<file path="config.mk">
export PLATFORM = sky130hd
export DESIGN_NAME = cantfw_top
export DESIGN_NICKNAME = d
export VERILOG_FILES = /design/src/design/cantfw_pkg.sv /design/src/design/cantfw_follow.sv /design/src/design/cantfw_timer.sv /design/src/design/cantfw_top.sv
export VERILOG_INCLUDE_DIRS = /design/src /design/src/design
export SDC_FILE = /design/constraint.sdc
export NUM_CORES = 1
export LEC_CHECK = 0
export CAP_MARGIN = 20
export CORE_ASPECT_RATIO = 0.7
export CORE_MARGIN = 5
export CORE_UTILIZATION = 50
export CTS_BUF_LIST = sky130_fd_sc_hd__clkbuf_2
export CTS_CLUSTER_DIAMETER = 30
export DETAILED_ROUTE_END_ITERATION = 12
export DONT_BUFFER_PORTS = 1
export HOLD_SLACK_MARGIN = 0.12
export MAX_ROUTING_LAYER = met4
export PLACE_DENSITY = 0.66
export SLEW_MARGIN = 0
export SYNTH_ARGS = -nofsm -noshare
export SYNTH_HDL_FRONTEND = slang
export SYNTH_HIERARCHICAL = 1
export SYNTH_SLANG_ARGS = --single-unit
export TNS_END_PERCENT = 100
</file>
<file path="constraint.sdc">
create_clock -name clk_in -period 2.3 [get_ports clk_in]
set_input_delay 0.69 -clock clk_in [delete_from_list [all_inputs] [get_ports clk_in]]
set_output_delay 0.69 -clock clk_in [all_outputs]
set_load 0.05 [all_outputs]
</file>
<file path="src/design/cantfw_params.svh">
`ifndef CANTFW_PARAMS_SVH
`define CANTFW_PARAMS_SVH
`define CANTFW_CLK_MHZ 125
`define CANTFW_TXD_DOM_US 2000
`define CANTFW_BUS_DOM_US 2000
`define CANTFW_FILTER_NS 1000
`define CANTFW_WAKE_US 1000
`define CANTFW_RESET_PULSE_US 2000
`define CANTFW_SUP_VALID_US 100
`define CANTFW_FOLLOW_NS 2000
`define CANTFW_FAIL_COUNT 4
`endif

</file>
<file path="src/design/cantfw_pkg.sv">
package cantfw_pkg;
   typedef enum logic [1:0] {
      CANTFW_OFF,
      CANTFW_STANDBY,
      CANTFW_NORMAL
   } cantfw_mode_t;
   typedef enum logic [2:0] {
      CANTFW_W_IDLE,
      CANTFW_W_DOM1,
      CANTFW_W_GAP,
      CANTFW_W_DOM2,
      CANTFW_W_DONE
   } cantfw_wake_t;
endpackage

</file>
<file path="src/design/cantfw_follow.sv">
`timescale 1ns/10ps
`include "cantfw_params.svh"
// Counts dominant transmit edges whose echo line fails to follow in time.
module cantfw_follow #(
   parameter int WIDTH = 16,
   parameter logic [WIDTH-1:0] WINDOW = 16'h00FA,
   parameter logic [2:0] FAILS = 3'h4
) (
   // Clock and reset.
   input wire logic clk_in,
   input wire logic sys_rst_in,
   // Observed lines, low is dominant.
   input wire logic active_in,
   input wire logic txd_in,
   input wire logic echo_in,
   output logic fault_out
);
   logic txd_q, txd_d;
   logic wait_q, wait_d;
   logic [WIDTH-1:0] cnt_q, cnt_d;
   logic [2:0] miss_q, miss_d;
   logic flt_q, flt_d;

   // A follow window opens on each falling transmit edge while active_in is high.
   always_comb begin
      txd_d = txd_in;
      wait_d = wait_q;
      cnt_d = cnt_q;
      miss_d = miss_q;
      flt_d = 1'b0;
      if (!active_in) begin
         wait_d = 1'b0;
         cnt_d = '0;
      end else if (txd_q && !txd_in) begin
         wait_d = 1'b1;
         cnt_d = '0;
      end else if (wait_q) begin
         if (!echo_in) begin
            wait_d = 1'b0;
            miss_d = '0;
         end else if (cnt_q >= WINDOW || txd_in) begin
            wait_d = 1'b0;
            if (miss_q + 3'h1 >= FAILS) begin
               flt_d = 1'b1;
               miss_d = '0;
            end else begin
               miss_d = miss_q + 3'h1;
            end
         end else begin
            cnt_d = cnt_q + 1'b1;
         end
      end
   end

   always_ff @(posedge clk_in) begin
      if (sys_rst_in) begin
         txd_q <= 1'b1;
         wait_q <= 1'b0;
         cnt_q <= '0;
         miss_q <= '0;
         flt_q <= 1'b0;
      end else begin
         txd_q <= txd_d;
         wait_q <= wait_d;
         cnt_q <= cnt_d;
         miss_q <= miss_d;
         flt_q <= flt_d;
      end
   end

   assign fault_out = flt_q;
endmodule

</file>
<file path="src/design/cantfw_timer.sv">
`timescale 1ns/10ps
`include "cantfw_params.svh"
// Counts while a condition holds and flags when a limit is exceeded.
module cantfw_timer #(
   parameter int WIDTH = 20,
   parameter logic [WIDTH-1:0] LIMIT = 20'h00010
) (
   // Clock and reset.
   input wire logic clk_in,
   input wire logic sys_rst_in,
   // Condition and result.
   input wire logic run_in,
   output logic expired_out
);
   logic [WIDTH-1:0] cnt_q, cnt_d;
   logic exp_q, exp_d;

   // Saturating counter that restarts whenever the condition drops.
   always_comb begin
      cnt_d = cnt_q;
      exp_d = 1'b0;
      if (!run_in) begin
         cnt_d = '0;
      end else if (cnt_q < LIMIT) begin
         cnt_d = cnt_q + 1'b1;
      end else begin
         exp_d = 1'b1;
      end
   end

   always_ff @(posedge clk_in) begin
      if (sys_rst_in) begin
         cnt_q <= '0;
         exp_q <= 1'b0;
      end else begin
         cnt_q <= cnt_d;
         exp_q <= exp_d;
      end
   end

   assign expired_out = exp_q;
endmodule

</file>
<file path="src/design/cantfw_top.sv">
`timescale 1ns/10ps
`include "cantfw_params.svh"
// What this block does
// [RQ1] Transceiver off until activate bit written.
// [RQ2] Five faults disable the transmitter.
// [RQ3] Receiver path never disabled by faults.
// [RQ4] Long dominant transmit latches timeout, disables.
// [RQ5] Four unfollowed bus edges latch, disable.
// [RQ6] Long dominant bus latches flag only.
// [RQ7] Four unfollowed receive edges latch, disable.
// [RQ8] Latched faults hold off until cleared.
// [RQ9] Reset default wakes on bus pattern.
// [RQ10] Two filtered pulses with filtered gap.
// [RQ11] Both pulses inside wake window.
// [RQ12] Wake flagged when second pulse qualifies.
// [RQ13] Battery standby wake gives 2 ms reset.
// [RQ14] Listen-only disables transmitter, keeps reception.
// [RQ15] Loopback routes transmit input to receive.
// [RQ16] Software may mix loopback and listen-only.
// [RQ17] Regulator overvoltage leaves transceiver enabled.
// [RQ18] Standby: transmitter off, receive held high.
// [RQ19] Wake never enters normal mode alone.
// [RQ20] Filtered supply low sets flag, biases.
// [RQ21] Re-enable only with no other cause.
module cantfw_top #(
   parameter int RESET_PULSE_CYCLES =
      (`CANTFW_RESET_PULSE_US * `CANTFW_CLK_MHZ),
   parameter int TXD_DOM_CYCLES = (`CANTFW_TXD_DOM_US * `CANTFW_CLK_MHZ),
   parameter int BUS_DOM_CYCLES = (`CANTFW_BUS_DOM_US * `CANTFW_CLK_MHZ),
   parameter int WAKE_CYCLES = (`CANTFW_WAKE_US * `CANTFW_CLK_MHZ),
   parameter int SUP_VALID_CYCLES = (`CANTFW_SUP_VALID_US * `CANTFW_CLK_MHZ)
) (
   // Clock and reset.
   input wire logic clk_in,
   input wire logic sys_rst_in,
   // Controller pins and bus receiver.
   input wire logic txd_in,
   input wire logic bus_rx_in,
   output logic rxd_out,
   output logic bus_tx_dominant_out,
   output logic tx_enable_out,
   output logic internal_bias_out,
   // Control bits.
   input wire logic transceiver_activate_in,
   input wire logic transceiver_standby_in,
   input wire logic listen_only_enable_in,
   input wire logic loopback_enable_in,
   input wire logic wake_pattern_disable_in,
   input wire logic battery_standby_in,
   input wire logic regulator_overvoltage_in,
   // Fault inputs.
   input wire logic thermal_shutdown_stage_one_in,
   input wire logic supply_below_low_in,
   // Flag clears, one-cycle strobes.
   input wire logic clr_tx_dominant_in,
   input wire logic clr_bus_recessive_in,
   input wire logic clr_bus_dominant_in,
   input wire logic clr_rx_recessive_in,
   input wire logic clr_supply_low_in,
   // Status.
   output logic tx_dominant_timeout_flag_out,
   output logic bus_stuck_recessive_flag_out,
   output logic bus_stuck_dominant_flag_out,
   output logic rx_stuck_recessive_flag_out,
   output logic transceiver_supply_low_flag_out,
   output logic transceiver_normal_mode_out,
   output logic wake_flag_out,
   output logic wake_interrupt_out,
   output logic system_reset_out
);
   localparam int FILTER_CYCLES =
      (`CANTFW_FILTER_NS * `CANTFW_CLK_MHZ + 999) / 1000;
   localparam int FOLLOW_CYCLES = (`CANTFW_FOLLOW_NS * `CANTFW_CLK_MHZ) / 1000;

   cantfw_pkg::cantfw_mode_t mode_q, mode_d;
   cantfw_pkg::cantfw_wake_t wst_q, wst_d;
   logic f_txd_q, f_txd_d, f_rec_q, f_rec_d, f_dom_q, f_dom_d;
   logic f_rxd_q, f_rxd_d, f_sup_q, f_sup_d;
   logic txen_q, txen_d, rxd_q, rxd_d, btx_q, btx_d, bias_q, bias_d;
   logic wflag_q, wflag_d, wint_q, wint_d, rst_q, rst_d;
   logic [19:0] win_q, win_d;
   logic [31:0] rcnt_q, rcnt_d;
   logic txd_exp, bus_exp, sup_exp, rec_evt, rxd_evt, active, norm_q, norm_d;
   logic rxd_eff;

   function automatic logic set_or_keep(input logic f, input logic s, input logic c);
      set_or_keep = s | (f & ~c);
   endfunction

   cantfw_timer #(.WIDTH(32), .LIMIT(32'(TXD_DOM_CYCLES))) u_txd_timer (
      .clk_in(clk_in), .sys_rst_in(sys_rst_in),
      .run_in(active & ~txd_in), .expired_out(txd_exp));
   cantfw_timer #(.WIDTH(32), .LIMIT(32'(BUS_DOM_CYCLES))) u_bus_timer (
      .clk_in(clk_in), .sys_rst_in(sys_rst_in),
      .run_in(active & ~bus_rx_in), .expired_out(bus_exp));
   cantfw_timer #(.WIDTH(32), .LIMIT(32'(SUP_VALID_CYCLES))) u_sup_timer (
      .clk_in(clk_in), .sys_rst_in(sys_rst_in),
      .run_in(active & supply_below_low_in), .expired_out(sup_exp));
   cantfw_follow #(.WIDTH(16), .WINDOW(16'(FOLLOW_CYCLES)),
      .FAILS(3'(`CANTFW_FAIL_COUNT))) u_bus_follow (
      .clk_in(clk_in), .sys_rst_in(sys_rst_in), .active_in(txen_q),
      .txd_in(txd_in), .echo_in(bus_rx_in), .fault_out(rec_evt));
   cantfw_follow #(.WIDTH(16), .WINDOW(16'(FOLLOW_CYCLES)),
      .FAILS(3'(`CANTFW_FAIL_COUNT))) u_rxd_follow (
      .clk_in(clk_in), .sys_rst_in(sys_rst_in), .active_in(txen_q),
      .txd_in(txd_in), .echo_in(rxd_q), .fault_out(rxd_evt));

   assign active = (mode_q == cantfw_pkg::CANTFW_NORMAL);

   // Mode control; a wake never moves to normal on its own.
   always_comb begin
      mode_d = mode_q;
      case (mode_q)
         cantfw_pkg::CANTFW_OFF: begin
            if (transceiver_activate_in) begin
               mode_d = cantfw_pkg::CANTFW_NORMAL; // RQ1
            end
         end
         cantfw_pkg::CANTFW_NORMAL: begin
            if (transceiver_standby_in) begin
               mode_d = cantfw_pkg::CANTFW_STANDBY;
            end
         end
         cantfw_pkg::CANTFW_STANDBY: begin
            if (transceiver_activate_in && !transceiver_standby_in) begin
               mode_d = cantfw_pkg::CANTFW_NORMAL; // RQ19
            end
         end
         default: mode_d = cantfw_pkg::CANTFW_OFF;
      endcase
      norm_d = (mode_d == cantfw_pkg::CANTFW_NORMAL);
   end

   // Latched fault flags; a new event wins over a clear in the same cycle.
   always_comb begin
      f_txd_d = set_or_keep(f_txd_q, txd_exp, clr_tx_dominant_in); // RQ4
      f_rec_d = set_or_keep(f_rec_q, rec_evt, clr_bus_recessive_in); // RQ5
      f_dom_d = set_or_keep(f_dom_q, bus_exp, clr_bus_dominant_in); // RQ6
      f_rxd_d = set_or_keep(f_rxd_q, rxd_evt, clr_rx_recessive_in); // RQ7
      f_sup_d = set_or_keep(f_sup_q, sup_exp, clr_supply_low_in); // RQ20
   end

   // Transmitter enable; overvoltage of the regulator is not a cause.
   always_comb begin
      txen_d = norm_d & ~listen_only_enable_in & ~thermal_shutdown_stage_one_in // RQ14 RQ2 RQ17
         & ~f_txd_q & ~f_rec_q & ~f_rxd_q & ~f_sup_q // RQ8 RQ21
         & ~txd_exp & ~rec_evt & ~rxd_evt & ~sup_exp; // RQ2
      btx_d = txen_d & ~txd_in;
      bias_d = f_sup_d; // RQ20
      rxd_eff = loopback_enable_in ? txd_in : bus_rx_in; // RQ15 RQ16
      rxd_d = (mode_d == cantfw_pkg::CANTFW_STANDBY) ? 1'b1 : rxd_eff; // RQ18 RQ3
   end

   // Wake pattern detector in standby.
   always_comb begin
      wst_d = wst_q;
      win_d = win_q;
      if (mode_q != cantfw_pkg::CANTFW_STANDBY || wake_pattern_disable_in) begin // RQ9
         wst_d = cantfw_pkg::CANTFW_W_IDLE;
         win_d = '0;
      end else begin
         if (wst_q != cantfw_pkg::CANTFW_W_IDLE) begin
            win_d = win_q + 20'h00001;
         end
         case (wst_q)
            cantfw_pkg::CANTFW_W_IDLE: begin
               if (!bus_rx_in) begin
                  wst_d = cantfw_pkg::CANTFW_W_DOM1;
                  win_d = '0;
               end
            end
            cantfw_pkg::CANTFW_W_DOM1: begin
               if (bus_rx_in) begin
                  wst_d = (win_q >= 20'(FILTER_CYCLES)) ? cantfw_pkg::CANTFW_W_GAP
                     : cantfw_pkg::CANTFW_W_IDLE; // RQ10
               end
            end
            default: begin
               wst_d = wst_q;
            end
         endcase
         if (win_q >= 20'(WAKE_CYCLES)) begin
            wst_d = cantfw_pkg::CANTFW_W_IDLE; // RQ11
         end
      end
   end

   // Segment time restarts at every state change of the wake detector.
   logic [19:0] seg_q, seg_d;
   cantfw_pkg::cantfw_wake_t wst_n;
   always_comb begin
      seg_d = (wst_n != wst_q) ? 20'h00000 : seg_q + 20'h00001;
   end
   // Wake flag, interrupt and system reset pulse.
   always_comb begin
      wflag_d = wflag_q;
      wint_d = 1'b0;
      rst_d = 1'b0;
      rcnt_d = rcnt_q;
      if (rcnt_q != 32'h00000000) begin
         rcnt_d = rcnt_q - 32'h00000001;
         rst_d = 1'b1;
      end
      if (wst_q == cantfw_pkg::CANTFW_W_DONE && seg_q == 20'h00000) begin
         wflag_d = 1'b1; // RQ12
         if (battery_standby_in) begin
            rcnt_d = 32'(RESET_PULSE_CYCLES); // RQ13
            rst_d = 1'b1;
         end else begin
            wint_d = 1'b1;
         end
      end
      if (mode_q == cantfw_pkg::CANTFW_NORMAL) begin
         wflag_d = 1'b0;
      end
   end

   // Gap and second-pulse transitions overlay the first-pulse stage.
   always_comb begin
      wst_n = wst_d;
      if (mode_q == cantfw_pkg::CANTFW_STANDBY && !wake_pattern_disable_in
          && win_q < 20'(WAKE_CYCLES)) begin
         if (wst_q == cantfw_pkg::CANTFW_W_GAP && !bus_rx_in) begin
            wst_n = (seg_q >= 20'(FILTER_CYCLES)) ? cantfw_pkg::CANTFW_W_DOM2
               : cantfw_pkg::CANTFW_W_IDLE; // RQ10
         end else if (wst_q == cantfw_pkg::CANTFW_W_DOM2) begin
            if (bus_rx_in) begin
               wst_n = cantfw_pkg::CANTFW_W_IDLE;
            end else if (seg_q >= 20'(FILTER_CYCLES)) begin
               wst_n = cantfw_pkg::CANTFW_W_DONE; // RQ12
            end
         end
      end
   end

   always_ff @(posedge clk_in) begin
      if (sys_rst_in) begin
         mode_q <= cantfw_pkg::CANTFW_OFF;
         wst_q <= cantfw_pkg::CANTFW_W_IDLE;
         {f_txd_q, f_rec_q, f_dom_q, f_rxd_q, f_sup_q} <= 5'h00;
         {txen_q, btx_q, bias_q, wflag_q, wint_q, rst_q} <= 6'h00;
         rxd_q <= 1'b1;
         win_q <= '0;
         seg_q <= '0;
         rcnt_q <= '0;
         norm_q <= 1'b0;
      end else begin
         mode_q <= mode_d;
         wst_q <= wst_n;
         f_txd_q <= f_txd_d;
         f_rec_q <= f_rec_d;
         f_dom_q <= f_dom_d;
         f_rxd_q <= f_rxd_d;
         f_sup_q <= f_sup_d;
         txen_q <= txen_d;
         btx_q <= btx_d;
         bias_q <= bias_d;
         rxd_q <= rxd_d;
         win_q <= win_d;
         seg_q <= seg_d;
         wflag_q <= wflag_d;
         wint_q <= wint_d;
         rst_q <= rst_d;
         rcnt_q <= rcnt_d;
         norm_q <= norm_d;
      end
   end

   // Transmitter never on without normal mode or with flags other than bus dominant, and off from the cycle after listen-only.
   a_tx_gated: assert property ( // RQ8
      @(posedge clk_in) disable iff (sys_rst_in)
      txen_q |-> (mode_q == cantfw_pkg::CANTFW_NORMAL) && !f_txd_q && !f_rec_q
      && !f_rxd_q && !f_sup_q)
      else $error("transmitter on while disabled");
   a_listen_only: assert property ( // RQ14
      @(posedge clk_in) disable iff (sys_rst_in)
      listen_only_enable_in |=> !txen_q)
      else $error("transmitter on in listen-only");
   a_standby_rxd: assert property ( // RQ18
      @(posedge clk_in) disable iff (sys_rst_in)
      (mode_q == cantfw_pkg::CANTFW_STANDBY) |-> rxd_q)
      else $error("receive output not recessive in standby");
   a_loop_route: assert property ( // RQ15
      @(posedge clk_in) disable iff (sys_rst_in)
      (loopback_enable_in && mode_d != cantfw_pkg::CANTFW_STANDBY)
      |=> rxd_q == $past(txd_in))
      else $error("loopback not routed");
   a_dom_latch: assert property ( // RQ4
      @(posedge clk_in) disable iff (sys_rst_in)
      txd_exp |=> f_txd_q && !txen_q)
      else $error("timeout not latched");
   a_bus_dom_keep: assert property ( // RQ6
      @(posedge clk_in) disable iff (sys_rst_in)
      bus_exp |=> f_dom_q)
      else $error("bus dominant not latched");
   a_no_auto_norm: assert property ( // RQ19
      @(posedge clk_in) disable iff (sys_rst_in)
      (mode_q == cantfw_pkg::CANTFW_STANDBY && !transceiver_activate_in)
      |=> mode_q == cantfw_pkg::CANTFW_STANDBY)
      else $error("left standby without activate");
   a_reset_pulse: assert property ( // RQ13
      @(posedge clk_in) disable iff (sys_rst_in)
      $rose(rst_q) |-> rst_q [*8])
      else $error("reset pulse too short");
   a_power_off: assert property ( // RQ1
      @(posedge clk_in) disable iff (sys_rst_in)
      (mode_q == cantfw_pkg::CANTFW_OFF) |-> !txen_q)
      else $error("transmitter on before activate");
   // Regulator overvoltage alone never turns the transmitter off.
   a_ov_keeps_tx: assert property ( // RQ17
      @(posedge clk_in) disable iff (sys_rst_in)
      (txen_q && regulator_overvoltage_in && mode_d == cantfw_pkg::CANTFW_NORMAL
      && !listen_only_enable_in && !thermal_shutdown_stage_one_in
      && !txd_exp && !rec_evt && !rxd_evt && !sup_exp) |=> txen_q)
      else $error("transmitter off on regulator overvoltage");

   assign rxd_out = rxd_q;
   assign bus_tx_dominant_out = btx_q;
   assign tx_enable_out = txen_q;
   assign internal_bias_out = bias_q;
   assign tx_dominant_timeout_flag_out = f_txd_q;
   assign bus_stuck_recessive_flag_out = f_rec_q;
   assign bus_stuck_dominant_flag_out = f_dom_q;
   assign rx_stuck_recessive_flag_out = f_rxd_q;
   assign transceiver_supply_low_flag_out = f_sup_q;
   assign transceiver_normal_mode_out = norm_q;
   assign wake_flag_out = wflag_q;
   assign wake_interrupt_out = wint_q;
   assign system_reset_out = rst_q;
endmodule

</file>
== Yosys cells after proc, flatten, opt, wreduce, memory -nomap -nowiden ==
Cells that the tools add are included.

* Reduce and logical (&&, ||, !) cells: 34
* Equality and inequality tests: 12
* Bitwise gates (word level): 52
* $lt $le $gt $ge: 11
* Add/sub/neg operators: 10
* Muxes and demuxes: 46

{| class="wikitable"
|+ Operators with widths
! cell !! count
|-
| adder 32 x 1 -> 32 bit, second input constant || 3
|-
| two-way mux 32 bit || 3
|-
| less-than comparator 32 x 18 -> 1 bit, second input constant || 2
|-
| two-way mux 20 bit || 3
|-
| two-way mux 3 bit || 15
|-
| adder 20 x 1 -> 20 bit, second input constant || 2
|-
| greater-or-equal comparator 20 x 7 -> 1 bit, second input constant || 2
|-
| adder 16 x 1 -> 16 bit, second input constant || 2
|-
| greater-or-equal comparator 16 x 8 -> 1 bit, second input constant || 2
|-
| less-than comparator 32 x 14 -> 1 bit, second input constant || 1
|-
| nonzero test 32 bit || 1
|-
| subtractor 32 x 1 -> 32 bit, second input constant || 1
|-
| inverter 1 bit || 28
|-
| greater-or-equal comparator 20 x 17 -> 1 bit, second input constant || 1
|-
| zero test 20 bit || 1
|-
| less-than comparator 20 x 17 -> 1 bit, second input constant || 1
|-
| bitwise AND 1 bit || 19
|-
| two-way mux 1 bit || 18
|-
| OR reduction 2 bit || 9
|-
| OR reduction 6 bit || 2
|-
| two-way mux 2 bit || 5
|-
| AND reduction 4 bit || 2
|-
| adder 3 x 1 -> 3 bit, second input constant || 2
|-
| equality test 3 x 2 -> 1 bit, second input constant || 2
|-
| 18 further kinds || 38
|}

* Bits of input ports: 18
* Flip-flop bits (word level): 231
* Word-level logic and storage cells: 197
* Output and inout port bits: 13

== Logic depth before layout (Yosys ltp) ==
Gate-level depths: netlist (run 1).

* Word-level depth: 16
* Depth in mapped cells: 9
* Mapped depth without buffers: 8

== Cells and area by module ==
The synthesis (run 1) kept the hierarchy.

{| class="wikitable"
|+ Modules (own cells, without submodules)
! module !! area an instance (um^2) !! cells an instance !! times used !! seq. area each (um^2)
|-
| cantfw_top || 4190.3 || 508 || 1 || 1781.7
|-
| cantfw_timer (u_bus_timer ...) || 1451.4 || 153 || 2 || 660.6
|-
| cantfw_follow || 968.4 || 103 || 2 || 440.4
|-
| cantfw_timer (u_sup_timer) || 1302.5 || 131 || 1 || 660.6
|}

== Least setup slack after synthesis (run 1) ==
OpenSTA, ideal clock, no wires.

* Kind: register to register
* From: reg rcnt_q[18]
* To: reg rcnt_q[23]
* Period minus slack after synthesis: 2.330 ns
* Cell stages (with the launch flop): 9
* Slack: -0.030 ns
* Arrival: 2.202 ns
* Cells stage by stage: dfxtp_1 -> or4_1 -> or4_1 -> buf_2 -> or3_1 -> buf_6 -> nand4_1 -> xor2_1 -> nor2_1

* Cells in the longest elaborated chain, start to end: 4

{| class="wikitable"
|+ RTL lines
! what !! line !! RTL
|-
| start: declaration || cantfw_top.sv:82 || <nowiki>logic [31:0] rcnt_q, rcnt_d;</nowiki>
|-
| start signal: assignment || cantfw_top.sv:264 || <nowiki>rcnt_q <= rcnt_d;</nowiki>
|-
| subtractor 32 x 1 -> 32 bit or nonzero test 32 bit (tied branches) || cantfw_top.sv:201, cantfw_top.sv:200 ||
|-
| two-way mux 32 bit (*) || cantfw_top.sv:200 || <nowiki>if (rcnt_q != 32'h00000000) begin</nowiki>
|-
| two-way mux 32 bit || cantfw_top.sv:206 || <nowiki>if (battery_standby_in) begin</nowiki>
|-
| two-way mux 32 bit (*) || cantfw_top.sv:204 || <nowiki>if (wst_q == cantfw_pkg::CANTFW_W_DONE && seg_q == 20'h00000) begin</nowiki>
|}

Mark *: on every way between the ends. The rest lies on a longest branch, timed or not.
A chain may end at the register's enable or synchronous reset.

== Worst setup path after layout (run 1) ==
* From: reg rcnt_q[18]
* To: reg rcnt_q[27]

Same word-level chain as after synthesis.

==> summary.txt, run 1 <==
Setup path
  – WS Path Type: register to register
  – Critical path's slowest cell: or4_4
  – Startpoint Class: register
  – Worst r2r path cells: 6
  – RR Endpoint: rcnt_q[27]
  – Reg-to-reg slack, setup: 0.05 ns
  – Critical-path maximum fanout: 6
  – CP cell instances: or4_4 > or4_4 > nor2_1 > nand4_1 > xor2_1 > nor2_1
  – Slowest stage delay, CP: 0.56 ns
  – Crit. End Element: register
  – RR Startpoint: rcnt_q[18]
  – Worst Path Arrival: 2.94 ns
  – Required time of the critical path: 2.99 ns

Global routing
  – GRT Total Usage: 18.2%
  – Largest net degree at the start of global routing: 36
  – Initial antenna violation count: 0
  – Grt ovf: 0
  – Number of global-route vias before repair: 7577
  – First-pass GRT wire length: 36.0 mm

STA
  – Unrepaired setup endpoints after global routing: yes
  – Slew at the pin with the worst max-slew slack: 0.669 ns
  – Max Clk Rate: 0.445 GHz
  – Final setup viols: 0
  – Final Worst Setup Slack: 0.0511 ns
  – Fin crit period: 2.25 ns
  – Max Slew Vio Count: 0
  – Hold_ws: 0.214 ns
  – Slew HR: 55.0%
  – Fin. Hold Viols: 0
  – Final critical-path share of the clock period: 97.8%
  – Worst clock skew: 0.0279 ns

Placed design
  – Place WS: -0.0167 ns
  – Dpl cell area: 10800 um^2
  – I/O Buffers: 0
  – Placer Congestion: 0.779
  – DP Wirelength: 13.6 mm

Pwr
  – Max IR drop VDD: 0.000804 V
  – PwrDens: 866 nW/um^2
  – Static leakage: 4.36 nW
  – Total power: 10.1 mW

Floorplanning
  – Core Footprint: 20500 um^2
  – Die extent in x: 182 um
  – # rows: 44
  – Io pins: 31
  – Die height: 130 um
  – DIE AREA: 23700 um^2
  – Starting Density: 50.3%

Yosys
  – Flops & latches, synth: 232
  – Async S/R FF share, synth: 0%
  – Synthesized instance count: 1151
  – Total of warnings raised by yosys: 6
  – Synth Net Count: 1188
  – Avg Cell Area, Syn: 8.98 um^2
  – Sequential share of the synthesized area: 45.0%
  – EDFF count, synth: 0
  – Top_reg_cell synth: dfxtp_1
  – Post-Synthesis Cell Area: 10300 um^2
  – Cell variety after synth: 66

Cells and area
  – Final Instance Area: 11600 um^2
  – N_diodes: 0
  – Leading cell type in the layout, fill and taps excluded: dfxtp_1
  – Syn-to-layout area delta: 12.5%
  – Most frequent cells in the layout: dfxtp_1 (228), nor2_1 (116), nand2_1 (80)
  – Fillcell total: 1901
  – Nets: 1259
  – Share of cells above drive strength 1: 15.6%

Route
  – Initial DRT Pass Iterations: 5
  – Iter 0 DRT Violations: 552
  – # DRC: 0
  – Drt wl/cell: 13.8 um
  – Via-to-Cell Ratio: 5.40
  – DRT antenna net count: 0
  – Routed WL: 21.3 mm
  – Via Count: 8344

Clock tree
  – H-tree depth: 2
  – Clock Tree Buf Depth: 3
  – Clk slew on worst S/H paths: 0.11 ns
  – Clk_lat worst skew: 0.81 ns
  – Clock sink total: 232
  – Clock root cell: clkbuf_2
  – CTS Buf Count: 55
  – CTS tree: done

Worst hold path
  – Critical hold path startpoint: battery_standby_in
  – Worst hold stages: 3
  – Hold Crit Class: input port to register
  – Hold Path Sink: rcnt_q[12]

Outcome
  – Status: complete, no violations

Flow run
  – Max_cap viols: 0
-- layer usage --
| layer | vias to the layer above | global-route usage (%) | routed length, um |
|---|---|---|---|
| met4 | 0 | 5.34 | 332 |
| li1 | 4312 | - | - |
| met2 | 144 | 26.0 | 9030 |
| met5 | - | - | 0 |
| met3 | 35 | 4.01 | 806 |
| met1 | 3853 | 25.9 | 11200 |
-- how the worst max path moves through the flow --
stage | slack, ns | depth (start not counted) | endpoint | from
3_5_place_dp | -0.02 | 6 | rcnt_q[16] | rcnt_q[22]
5_1_grt | -0.03 | 8 | rcnt_q[17] | rcnt_q[19]
6_report | 0.05 | 6 | rcnt_q[27] | rcnt_q[18]
2_1_floorplan | 0.01 | 9 | rcnt_q[23] | rcnt_q[12]
4_1_cts | 0.01 | 8 | rcnt_q[17] | rcnt_q[22]
3_3_place_gp | -0.02 | 8 | rcnt_q[17] | rcnt_q[22]
-- power breakdown --
group          switching, mW  total (mW)  leakage, nW  internal, mW
clock                   1.67        2.80        0.403          1.13
combinational           1.41        2.73         2.08          1.31
sequential             0.255        4.55         1.88          4.29
total                   3.34        10.1         4.36          6.74
-- cell type report --
class / count / area [um^2] / area share (%)
clock buffer: 75 / 375 / 3.23
timing repair buffer: 66 / 568 / 4.89
sequential: 232 / 4650 / 40.0
tap: 276 / 345 / 2.97
clock inverter: 28 / 165 / 1.42
inverter: 26 / 97.6 / 0.839
multi-input combinational: 841 / 5430 / 46.7
-- logic make-up (layout without fill, tap and decap cells) --
kind of cell | count (synthesis) | in the layout | share of synthesized area (%)
adders and majority gates | 19 | 19 | 2.30
buffers and inverters | 78 | 195 | 3.39
xor gates and xnor gates | 54 | 54 | 4.58
DFF | 232 | 232 | 45.0
AOI/OAI and AO/OA | 168 | 168 | 11.0
and+or+nand+nor | 579 | 579 | 31.7
muxes | 21 | 21 | 2.07
-- worst max-delay path: cells and delay by family (launching register included) --
| family | cells | cell delay (ns) |
|---|---|---|
| simple gates | 5 | 1.60 |
| flops | 1 | 0.33 |
| xor+xnor | 1 | 0.21 |
-- cell usage after synthesis, drive strengths merged (4+ instances only) --
| cell type | count | area (um^2) |
|---|---|---|
| and4 | 19 | 166 |
| nor3 | 24 | 120 |
| nand2 | 80 | 300 |
| or2 | 5 | 31.3 |
| o31ai | 22 | 180 |
| a21oi | 66 | 330 |
| and2 | 70 | 442 |
| a31o | 5 | 43.8 |
| a2111oi | 4 | 72.6 |
| nand4 | 41 | 269 |
| and3 | 22 | 140 |
| xor2 | 31 | 272 |
| ha | 19 | 238 |
| a311oi | 4 | 47.6 |
| or3 | 27 | 171 |
| nand3 | 51 | 255 |
| a211oi | 4 | 30.0 |
| nand3b | 5 | 37.5 |
| a41o | 4 | 42.5 |
| o21ai | 23 | 119 |
| a31oi | 12 | 75.1 |
| mux2i | 18 | 180 |
| nand2b | 28 | 175 |
| xnor2 | 23 | 201 |
| nor3b | 8 | 60.1 |
| or4 | 26 | 195 |
| or2b | 4 | 35.0 |
| nor2b | 9 | 56.3 |
| o21a | 5 | 37.5 |
| dfxtp | 232 | 4640 |
| buf | 14 | 108 |
| nor2 | 116 | 435 |
| nor4 | 38 | 327 |
| clkbuf | 38 | 145 |
| inv | 26 | 97.6 |
-- repair_timing --
| action | CTS | global route |
|---|---|---|
| hold buffers | 17 | 0 |
| endpoints found under the hold margin | 36 | 0 |
| resized for setup | 2 | 20 |
| setup endpoints to repair | 13 | 42 |
| pin swaps | 0 | 7 |
| setup buffers | 0 | 3 |
-- sequential cells by signal, summed over array words and instances (netlist names), 2 cells and up --
| signal | cells |
|---|---|
| seg_q | 20 |
| u_bus_timer/cnt_q | 32 |
| u_sup_timer/cnt_q | 32 |
| wst_q | 3 |
| mode_q | 2 |
| u_bus_follow/cnt_q | 16 |
| u_rxd_follow/miss_q | 3 |
| u_rxd_follow/cnt_q | 16 |
| rcnt_q | 32 |
| u_bus_follow/miss_q | 3 |
| u_txd_timer/cnt_q | 32 |
| win_q | 20 |
-- per-stage QoR --
| stage | util [%] | instances | setup TNS [ns] |
|---|---|---|---|
| finish | 56.6 | 1544 | 0 |
| global route | 56.6 | 1544 | -0.0473 |
| CTS | 56.0 | 1541 | 0 |
| detailed placement | 52.5 | 1421 | -0.0311 |
| global placement | 52.5 | 1421 | -0.0579 |
| floorplan | - | 1151 | 0 |
Note: power is estimated with default switching activity, not from simulation.
==> run 2: changes to the inputs <==
- GPL_TIMING_DRIVEN: unset -> 0
- PLACE_DENSITY: 0.66 -> 0.68
- SETUP_SLACK_MARGIN: unset -> 0.2
==> run 2 against run 1 <==
Net effect: the run now ends with negative setup slack left; first-iteration DRC count down 2.7%; fmax down 7.3%; combinational power up 26%; count of clock-buffer cells in the layout up 10; global-route usage up 1.6 points; clock power up 7%; cell count up 2.5%; sequential share of layout area down 1.5 points; via count up 4.4%; die area unchanged; sequential cell count unchanged; critical endpoint unchanged.
==> summary.txt, run 2 (synthesized netlist as in run 1, its figures left out) <==
Outcome
  – Status: finished, violations left
  – Failing checks: negative setup slack

Clock tree
  – Clock Tree Buf Depth: 3 (unchanged)
  – Clock root cell: clkbuf_2
  – Clk slew on worst S/H paths: 0.11 ns (about the same)
  – Clock sink total: 232 (unchanged)
  – H-tree depth: 2 (unchanged)
  – CTS tree: done
  – Clk_lat worst skew: 0.83 ns (+0.02 ns)
  – CTS Buf Count: 57 (+3.6%)

Setup path
  – Worst Path Arrival: 3.11 ns (+0.17 ns)
  – WS Path Type: register to register
  – Critical-path maximum fanout: 6 (unchanged)
  – CP dominant cell by count: buf_6
  – Slowest stage delay, CP: 0.51 ns (-0.05 ns)
  – Critical path's slowest cell: or4_1
  – CP cell instances: or4_1 > or4_4 > buf_6 > or3_4 > buf_6 > nand4_1 > xor2_1 > nor2_1
  – Critical path's top delay family: simple AND/OR/NAND/NOR gates
  – Worst r2r path cells: 8 (+2)
  – Startpoint Class: register
  – Worst path bufs/invs: 2 (+2)
  – Required time of the critical path: 2.99 ns (about the same)
  – Crit. End Element: register
  – CP Depth: 8 (+2)

Cells and area
  – Syn-to-layout area delta: 18.4%
  – Nets: 1299 (+3.2%)
  – Final Core Density: 59.6% (+2.9 points)
  – Share of cells above drive strength 1: 21.5% (+5.9 points)
  – Register area: 4710 um^2 (+1.2%)
  – Multi-input gate area: 5720 um^2 (+5.4%)
  – Most frequent cells in the layout: dfxtp_1 (210), nor2_1 (94), clkbuf_2 (92)
  – Leading cell type in the layout, fill and taps excluded: dfxtp_1
  – Fillcell total: 1802 (-5.2%)

Worst hold path
  – Worst hold stages: 3 (unchanged)
  – Hold Crit Class: input port to register

Global routing
  – Largest net degree at the start of global routing: 18 (-50%)
  – Gr busiest metal: met2
  – Initial antenna violation count: 1 (+1)
  – Grt ovf: 0 (unchanged)
  – Met1 Use GR: 27.1% (+1.1 points)
  – GRT Total Usage: 19.8% (+1.6 points)
  – First-pass GRT wire length: 39.0 mm (+8.2%)
  – GR Util met3: 4.35% (+0.33 points)
  – Number of global-route vias before repair: 8169 (+7.8%)
  – Met2 Usage GRT: 29.5% (+3.6 points)

Pwr
  – NetSw: 3.72 mW (+11%)
  – Total power: 11.0 mW (+9.1%)
  – Switching share of power: 33.8% (+0.67 points)
  – Internal: 7.28 mW (+8.1%)
  – Seq pwr share: 41.7% (-3.4 points)
  – Combinational fraction of design power: 31.2% (+4.1 points)
  – Clock power frac: 27.2% (-0.6 points)
  – Max IR drop VDD: 0.000560 V (-30%)
  – PwrDens: 899 nW/um^2 (+3.8%)
  – Static leakage: 4.53 nW (+3.9%)

STA
  – Final Worst Setup Slack: -0.125 ns (-0.176 ns)
  – Slew at the pin with the worst max-slew slack: 0.717 ns (+0.0482 ns)
  – Setup_tns: -0.587 ns (-0.587 ns)
  – Final setup viols: 14 (+14)
  – Fin. Hold Viols: 0 (unchanged)
  – Final critical-path share of the clock period: 105% (+7.6 points)
  – Worst clock skew: 0.0501 ns (+0.0222 ns)
  – Slew HR: 52.0% (-3.0 points)
  – Max Clk Rate: 0.412 GHz (-7.3%)
  – Hold_ws: 0.218 ns (+0.00388 ns)
  – Fin crit period: 2.42 ns (+0.176 ns)
  – Unrepaired setup endpoints after global routing: yes
  – Max Slew Vio Count: 0 (unchanged)

Floorplanning
  – # rows: 44 (unchanged)
  – Starting Density: 50.3% (unchanged)
  – Die extent in x: 182 um (unchanged)
  – Core Footprint: 20500 um^2 (unchanged)
  – DIE AREA: 23700 um^2 (unchanged)
  – Io pins: 31 (unchanged)
  – Die height: 130 um (unchanged)

Route
  – # DRC: 0 (unchanged)
  – Routed WL: 23.6 mm (+10%)
  – Iter 0 DRT Violations: 537 (-2.7%)
  – Initial DRT Pass Iterations: 7 (+2)
  – Drt wl/cell: 14.9 um (+7.7%)
  – Via-to-Cell Ratio: 5.50 (+1.8%)
  – DRT antenna net count: 0 (unchanged)
  – Via Count: 8707 (+4.4%)

Placed design
  – Placer Congestion: 0.823 (+5.6%)
  – Place WS: -0.291 ns (-0.274 ns)
  – I/O Buffers: 0 (unchanged)
  – DP Wirelength: 14.4 mm (+5.8%)

Flow run
  – Max_cap viols: 0 (unchanged)
==> run 2: cell types whose count changed in the layout (fill, tap and decap cells not counted), sizes merged <==
cell         before  now
clkbuf           75  121
dlygate4sd3      16   15
clkinv           23   14
buf              50   53
inv              29   27
bufinv            2    3
diode             0    1
==> run 2: cell type report <==
| cell class | count | area share, % |
|---|---|---|
| Antenna cell | 1 | 0.0205 |
| Sequential cell | 232 | 38.5 |
| Inverter | 26 | 0.798 |
| Tap cell | 276 | 2.82 |
| Multi-Input combinational cell | 841 | 46.7 |
| Timing Repair Buffer | 52 | 3.81 |
| Clock buffer | 85 | 3.48 |
| Clock inverter | 18 | 1.22 |
| Buffer | 52 | 2.63 |
==> run 2: worst min-delay path: stages <==
cell	delay, ns
nand2_1	0.08
buf_4	0.16
a21oi_1	0.07
==> run 2: path summary, 6_finish.rpt <==
path / start / slack [ns] / to
max: rcnt_q[22] / -0.12 / rcnt_q[27]
min: battery_standby_in / 0.22 / rcnt_q[14]
max reg2reg: rcnt_q[22] / -0.12 / rcnt_q[27]
min reg2reg: u_bus_timer/expired_out / 0.44 / bus_stuck_dominant_flag_out
==> run 2: metal layers <==
layer | share of wire, % | vias to the layer above | wire length, um
li1 | - | 4386 | -
met1 | 49 | 4080 | 11500
met2 | 44 | 190 | 10500
met3 | 4.5 | 51 | 1060
met4 | 2.1 | 0 | 490
met5 | 0 | - | 0
==> run 2: power groups by stage <==
stage / logic [mW] / registers [mW] / clock network [mW]
floorplan: 1.69 / 4.60 / 0
global placement: 1.97 / 4.64 / 0
detailed placement: 2.00 / 4.65 / 0
CTS: 2.68 / 4.56 / 3.12
global route: 3.71 / 4.62 / 3.33
finish: 3.43 / 4.58 / 2.99
==> run 2: per-stage QoR <==
stage          area, um^2  cells
6_report            12200   1583
3_5_place_dp        10700   1427
5_1_grt             12200   1583
3_3_place_gp        10700   1427
2_1_floorplan       10300   1151
4_1_cts             11700   1559
==> run 2: repair_timing <==
item,4_1_cts,5_1_grt
resized for setup,69,92
hold buffers,15,0
pin swaps,22,60
hold endpoints to repair,43,0
setup endpoints to repair,72,112
cloned,1,1
setup buffers,13,22
==> run 3: changes to the inputs <==
- CORE_ASPECT_RATIO: 0.7 -> unset
- TNS_END_PERCENT: 100 -> unset
==> run 3 against run 2 <==
Net effect: the run still ends with negative setup slack left; clock power decreased by 3%; power decreased by 4.4%; fmax rose by 2.4%; via count fell by 0.75%; setup slack improved by 0.058 ns; core utilization up 0.55 points; register-to-register slack gained 0.06 ns; clock skew up 0.0097 ns; design area down 0.23%; sequential power barely moved; combinational power down 11%.
==> summary.txt, run 3 (synthesized netlist as in run 1, its figures left out) <==
Outcome
  – Status: finished, violations left
  – Failing checks: negative setup slack

Floorplanning
  – Die height: 154 um (+18%)
  – Die extent in x: 154 um (-15%)
  – Core Footprint: 20300 um^2 (-1.1%)
  – # rows: 52 (+18%)
  – Starting Density: 50.9% (+0.58 points)
  – DIE AREA: 23600 um^2 (-0.19%)
  – Io pins: 31 (unchanged)

Setup path
  – Worst Path Arrival: 2.99 ns (-0.12 ns)
  – CP dominant cell by count: buf_6
  – WS Path Type: register to register
  – Critical path's top delay family: simple AND/OR/NAND/NOR gates
  – CP Depth: 8 (unchanged)
  – Reg-to-reg slack, setup: -0.07 ns (+0.06 ns)
  – Worst path bufs/invs: 3 (+1)
  – Critical path's slowest cell: or4_1
  – RR Startpoint: rcnt_q[18]
  – Beginning of the critical path: rcnt_q[18]
  – CP cell instances: or4_1 > or4_4 > buf_6 > or3_4 > buf_6 > buf_4 > a21oi_2 > nor2_1
  – Worst r2r path cells: 8 (unchanged)
  – Critical-path maximum fanout: 7 (+1)
  – RR Endpoint: system_reset_out
  – Startpoint Class: register
  – CP endpoint: system_reset_out
  – Crit. End Element: register
  – Required time of the critical path: 2.92 ns (-0.07 ns)
  – Slowest stage delay, CP: 0.55 ns (+0.04 ns)

STA
  – Worst clock skew: 0.0598 ns (+0.00967 ns)
  – Fin crit period: 2.37 ns (-0.0576 ns)
  – Hold_ws: 0.221 ns (+0.00337 ns)
  – Slew HR: 44.8% (-7.2 points)
  – Final critical-path share of the clock period: 103% (-2.5 points)
  – Final Worst Setup Slack: -0.0671 ns (+0.0576 ns)
  – Max Clk Rate: 0.422 GHz (+2.4%)
  – Fin. Hold Viols: 0 (unchanged)
  – Max Slew Vio Count: 0 (unchanged)
  – Final setup viols: 7 (-7)
  – Setup_tns: -0.289 ns (+0.298 ns)
  – Unrepaired setup endpoints after global routing: yes
  – Slew at the pin with the worst max-slew slack: 0.820 ns (+0.103 ns)

Placed design
  – Placer Congestion: 0.795 (-3.5%)
  – DP Wirelength: 14.2 mm (-1.1%)
  – I/O Buffers: 0 (unchanged)
  – Place WS: -0.211 ns (+0.0792 ns)

Clock tree
  – Clk slew on worst S/H paths: 0.10 ns (about the same)
  – H-tree depth: 3 (+1)
  – Clk_lat worst skew: 0.80 ns (-0.03 ns)
  – Clock sink total: 232 (unchanged)
  – CTS Buf Count: 68 (+19%)
  – Clock Tree Buf Depth: 3 (unchanged)
  – CTS tree: done
  – Clock root cell: clkbuf_2

Global routing
  – Number of global-route vias before repair: 8058 (-1.4%)
  – GRT Total Usage: 18.9% (-0.87 points)
  – Grt ovf: 0 (unchanged)
  – First-pass GRT wire length: 37.3 mm (-4.3%)
  – Largest net degree at the start of global routing: 16 (-2)
  – Initial antenna violation count: 1 (unchanged)

Cells and area
  – Final Core Density: 60.1% (+0.55 points)
  – Syn-to-layout area delta: 18.1%
  – Share of cells above drive strength 1: 21.4% (-0.077 points)
  – Most frequent cells in the layout: dfxtp_1 (212), clkbuf_2 (99), nor2_1 (94)
  – Leading cell type in the layout, fill and taps excluded: dfxtp_1
  – Nets: 1312 (+1.0%)

Flow run
  – Max_cap viols: 0 (unchanged)

Worst hold path
  – Hold Crit Class: input port to register

Route
  – Via Count: 8642 (-0.75%)
  – Routed WL: 22.4 mm (-4.9%)
  – Iter 0 DRT Violations: 423 (-21%)
  – Initial DRT Pass Iterations: 5 (-2)
  – DRT antenna net count: 0 (unchanged)
  – Via-to-Cell Ratio: 5.43 (-1.2%)
  – Drt wl/cell: 14.1 um (-5.4%)
  – # DRC: 0 (unchanged)

Pwr
  – Static leakage: 4.55 nW (+0.33%)
  – Total power: 10.5 mW (-4.4%)
  – Max IR drop VDD: 0.000502 V (-10%)
  – PwrDens: 862 nW/um^2 (-4.2%)
==> run 3: changes by cell type in the layout (fill, tap and decap cells not counted), sizes merged <==
cell	change
clkbuf	+6
dlygate4sd3	+1
bufinv	-2
clkinv	+3
inv	+3
buf	+3
==> run 3: routing by layer <==
layer	part of all wire, %	track usage, %	routed length, um	vias up
met5	0	-	0	-
met4	2.2	7.70	493	0
met3	3.8	4.50	860	40
met2	48	29.3	10700	168
met1	46	23.9	10300	4010
li1	-	-	-	4424
==> run 3: layout make-up <==
class,count,area (um^2)
clock buffers,93,465
well taps,270,338
plain buffers,52,315
multi-input cells,841,5700
clock inverters,22,115
fillers,1812,8100
flip-flops and latches,232,4680
repair buffers,54,489
diodes,1,2.50
inverters,26,97.6
==> run 3: what timing repair did <==
item	CTS	global route
gates resized for setup	62	80
pin swaps	20	35
hold endpoints to repair	27	3
hold buffers	14	2
setup buffers	20	16
cloned	0	2
setup endpoints to repair	72	92
==> run 3: power breakdown <==
group          total [mW]  switching (mW)  internal (mW)
clock network        2.89            1.68           1.21
logic                3.06            1.55           1.51
registers            4.57           0.274           4.29
total                10.5            3.50           7.01
==> run 3: worst reg2reg max path: stages (launching register included) <==
cell     delay [ns]
dfxtp_2        0.35
or4_1          0.56
or4_4          0.44
buf_6          0.15
or3_4          0.32
buf_6          0.14
buf_4          0.13
a21oi_2        0.09
nor2_1         0.04
==> run 3: how the worst min path moves through the flow <==
stage | from | slack [ns] | cells after the start | endpoint
2_1_floorplan | u_bus_timer/expired_out | 0.41 | 2 | bus_stuck_dominant_flag_out
5_1_grt | transceiver_activate_in | 0.15 | 2 | mode_q[1]
3_3_place_gp | u_bus_timer/expired_out | 0.44 | 2 | bus_stuck_dominant_flag_out
4_1_cts | txd_in | 0.13 | 3 | u_txd_timer/cnt_q[0]
6_report | txd_in | 0.22 | 3 | u_txd_timer/cnt_q[0]
3_5_place_dp | u_bus_timer/expired_out | 0.44 | 2 | bus_stuck_dominant_flag_out
==> run 3: per-stage QoR <==
step | std cells | instance area [um^2]
2_1_floorplan | 1151 | 10300
3_3_place_gp | 1421 | 10700
3_5_place_dp | 1421 | 10700
4_1_cts | 1570 | 11700
5_1_grt | 1591 | 12200
6_report | 1591 | 12200
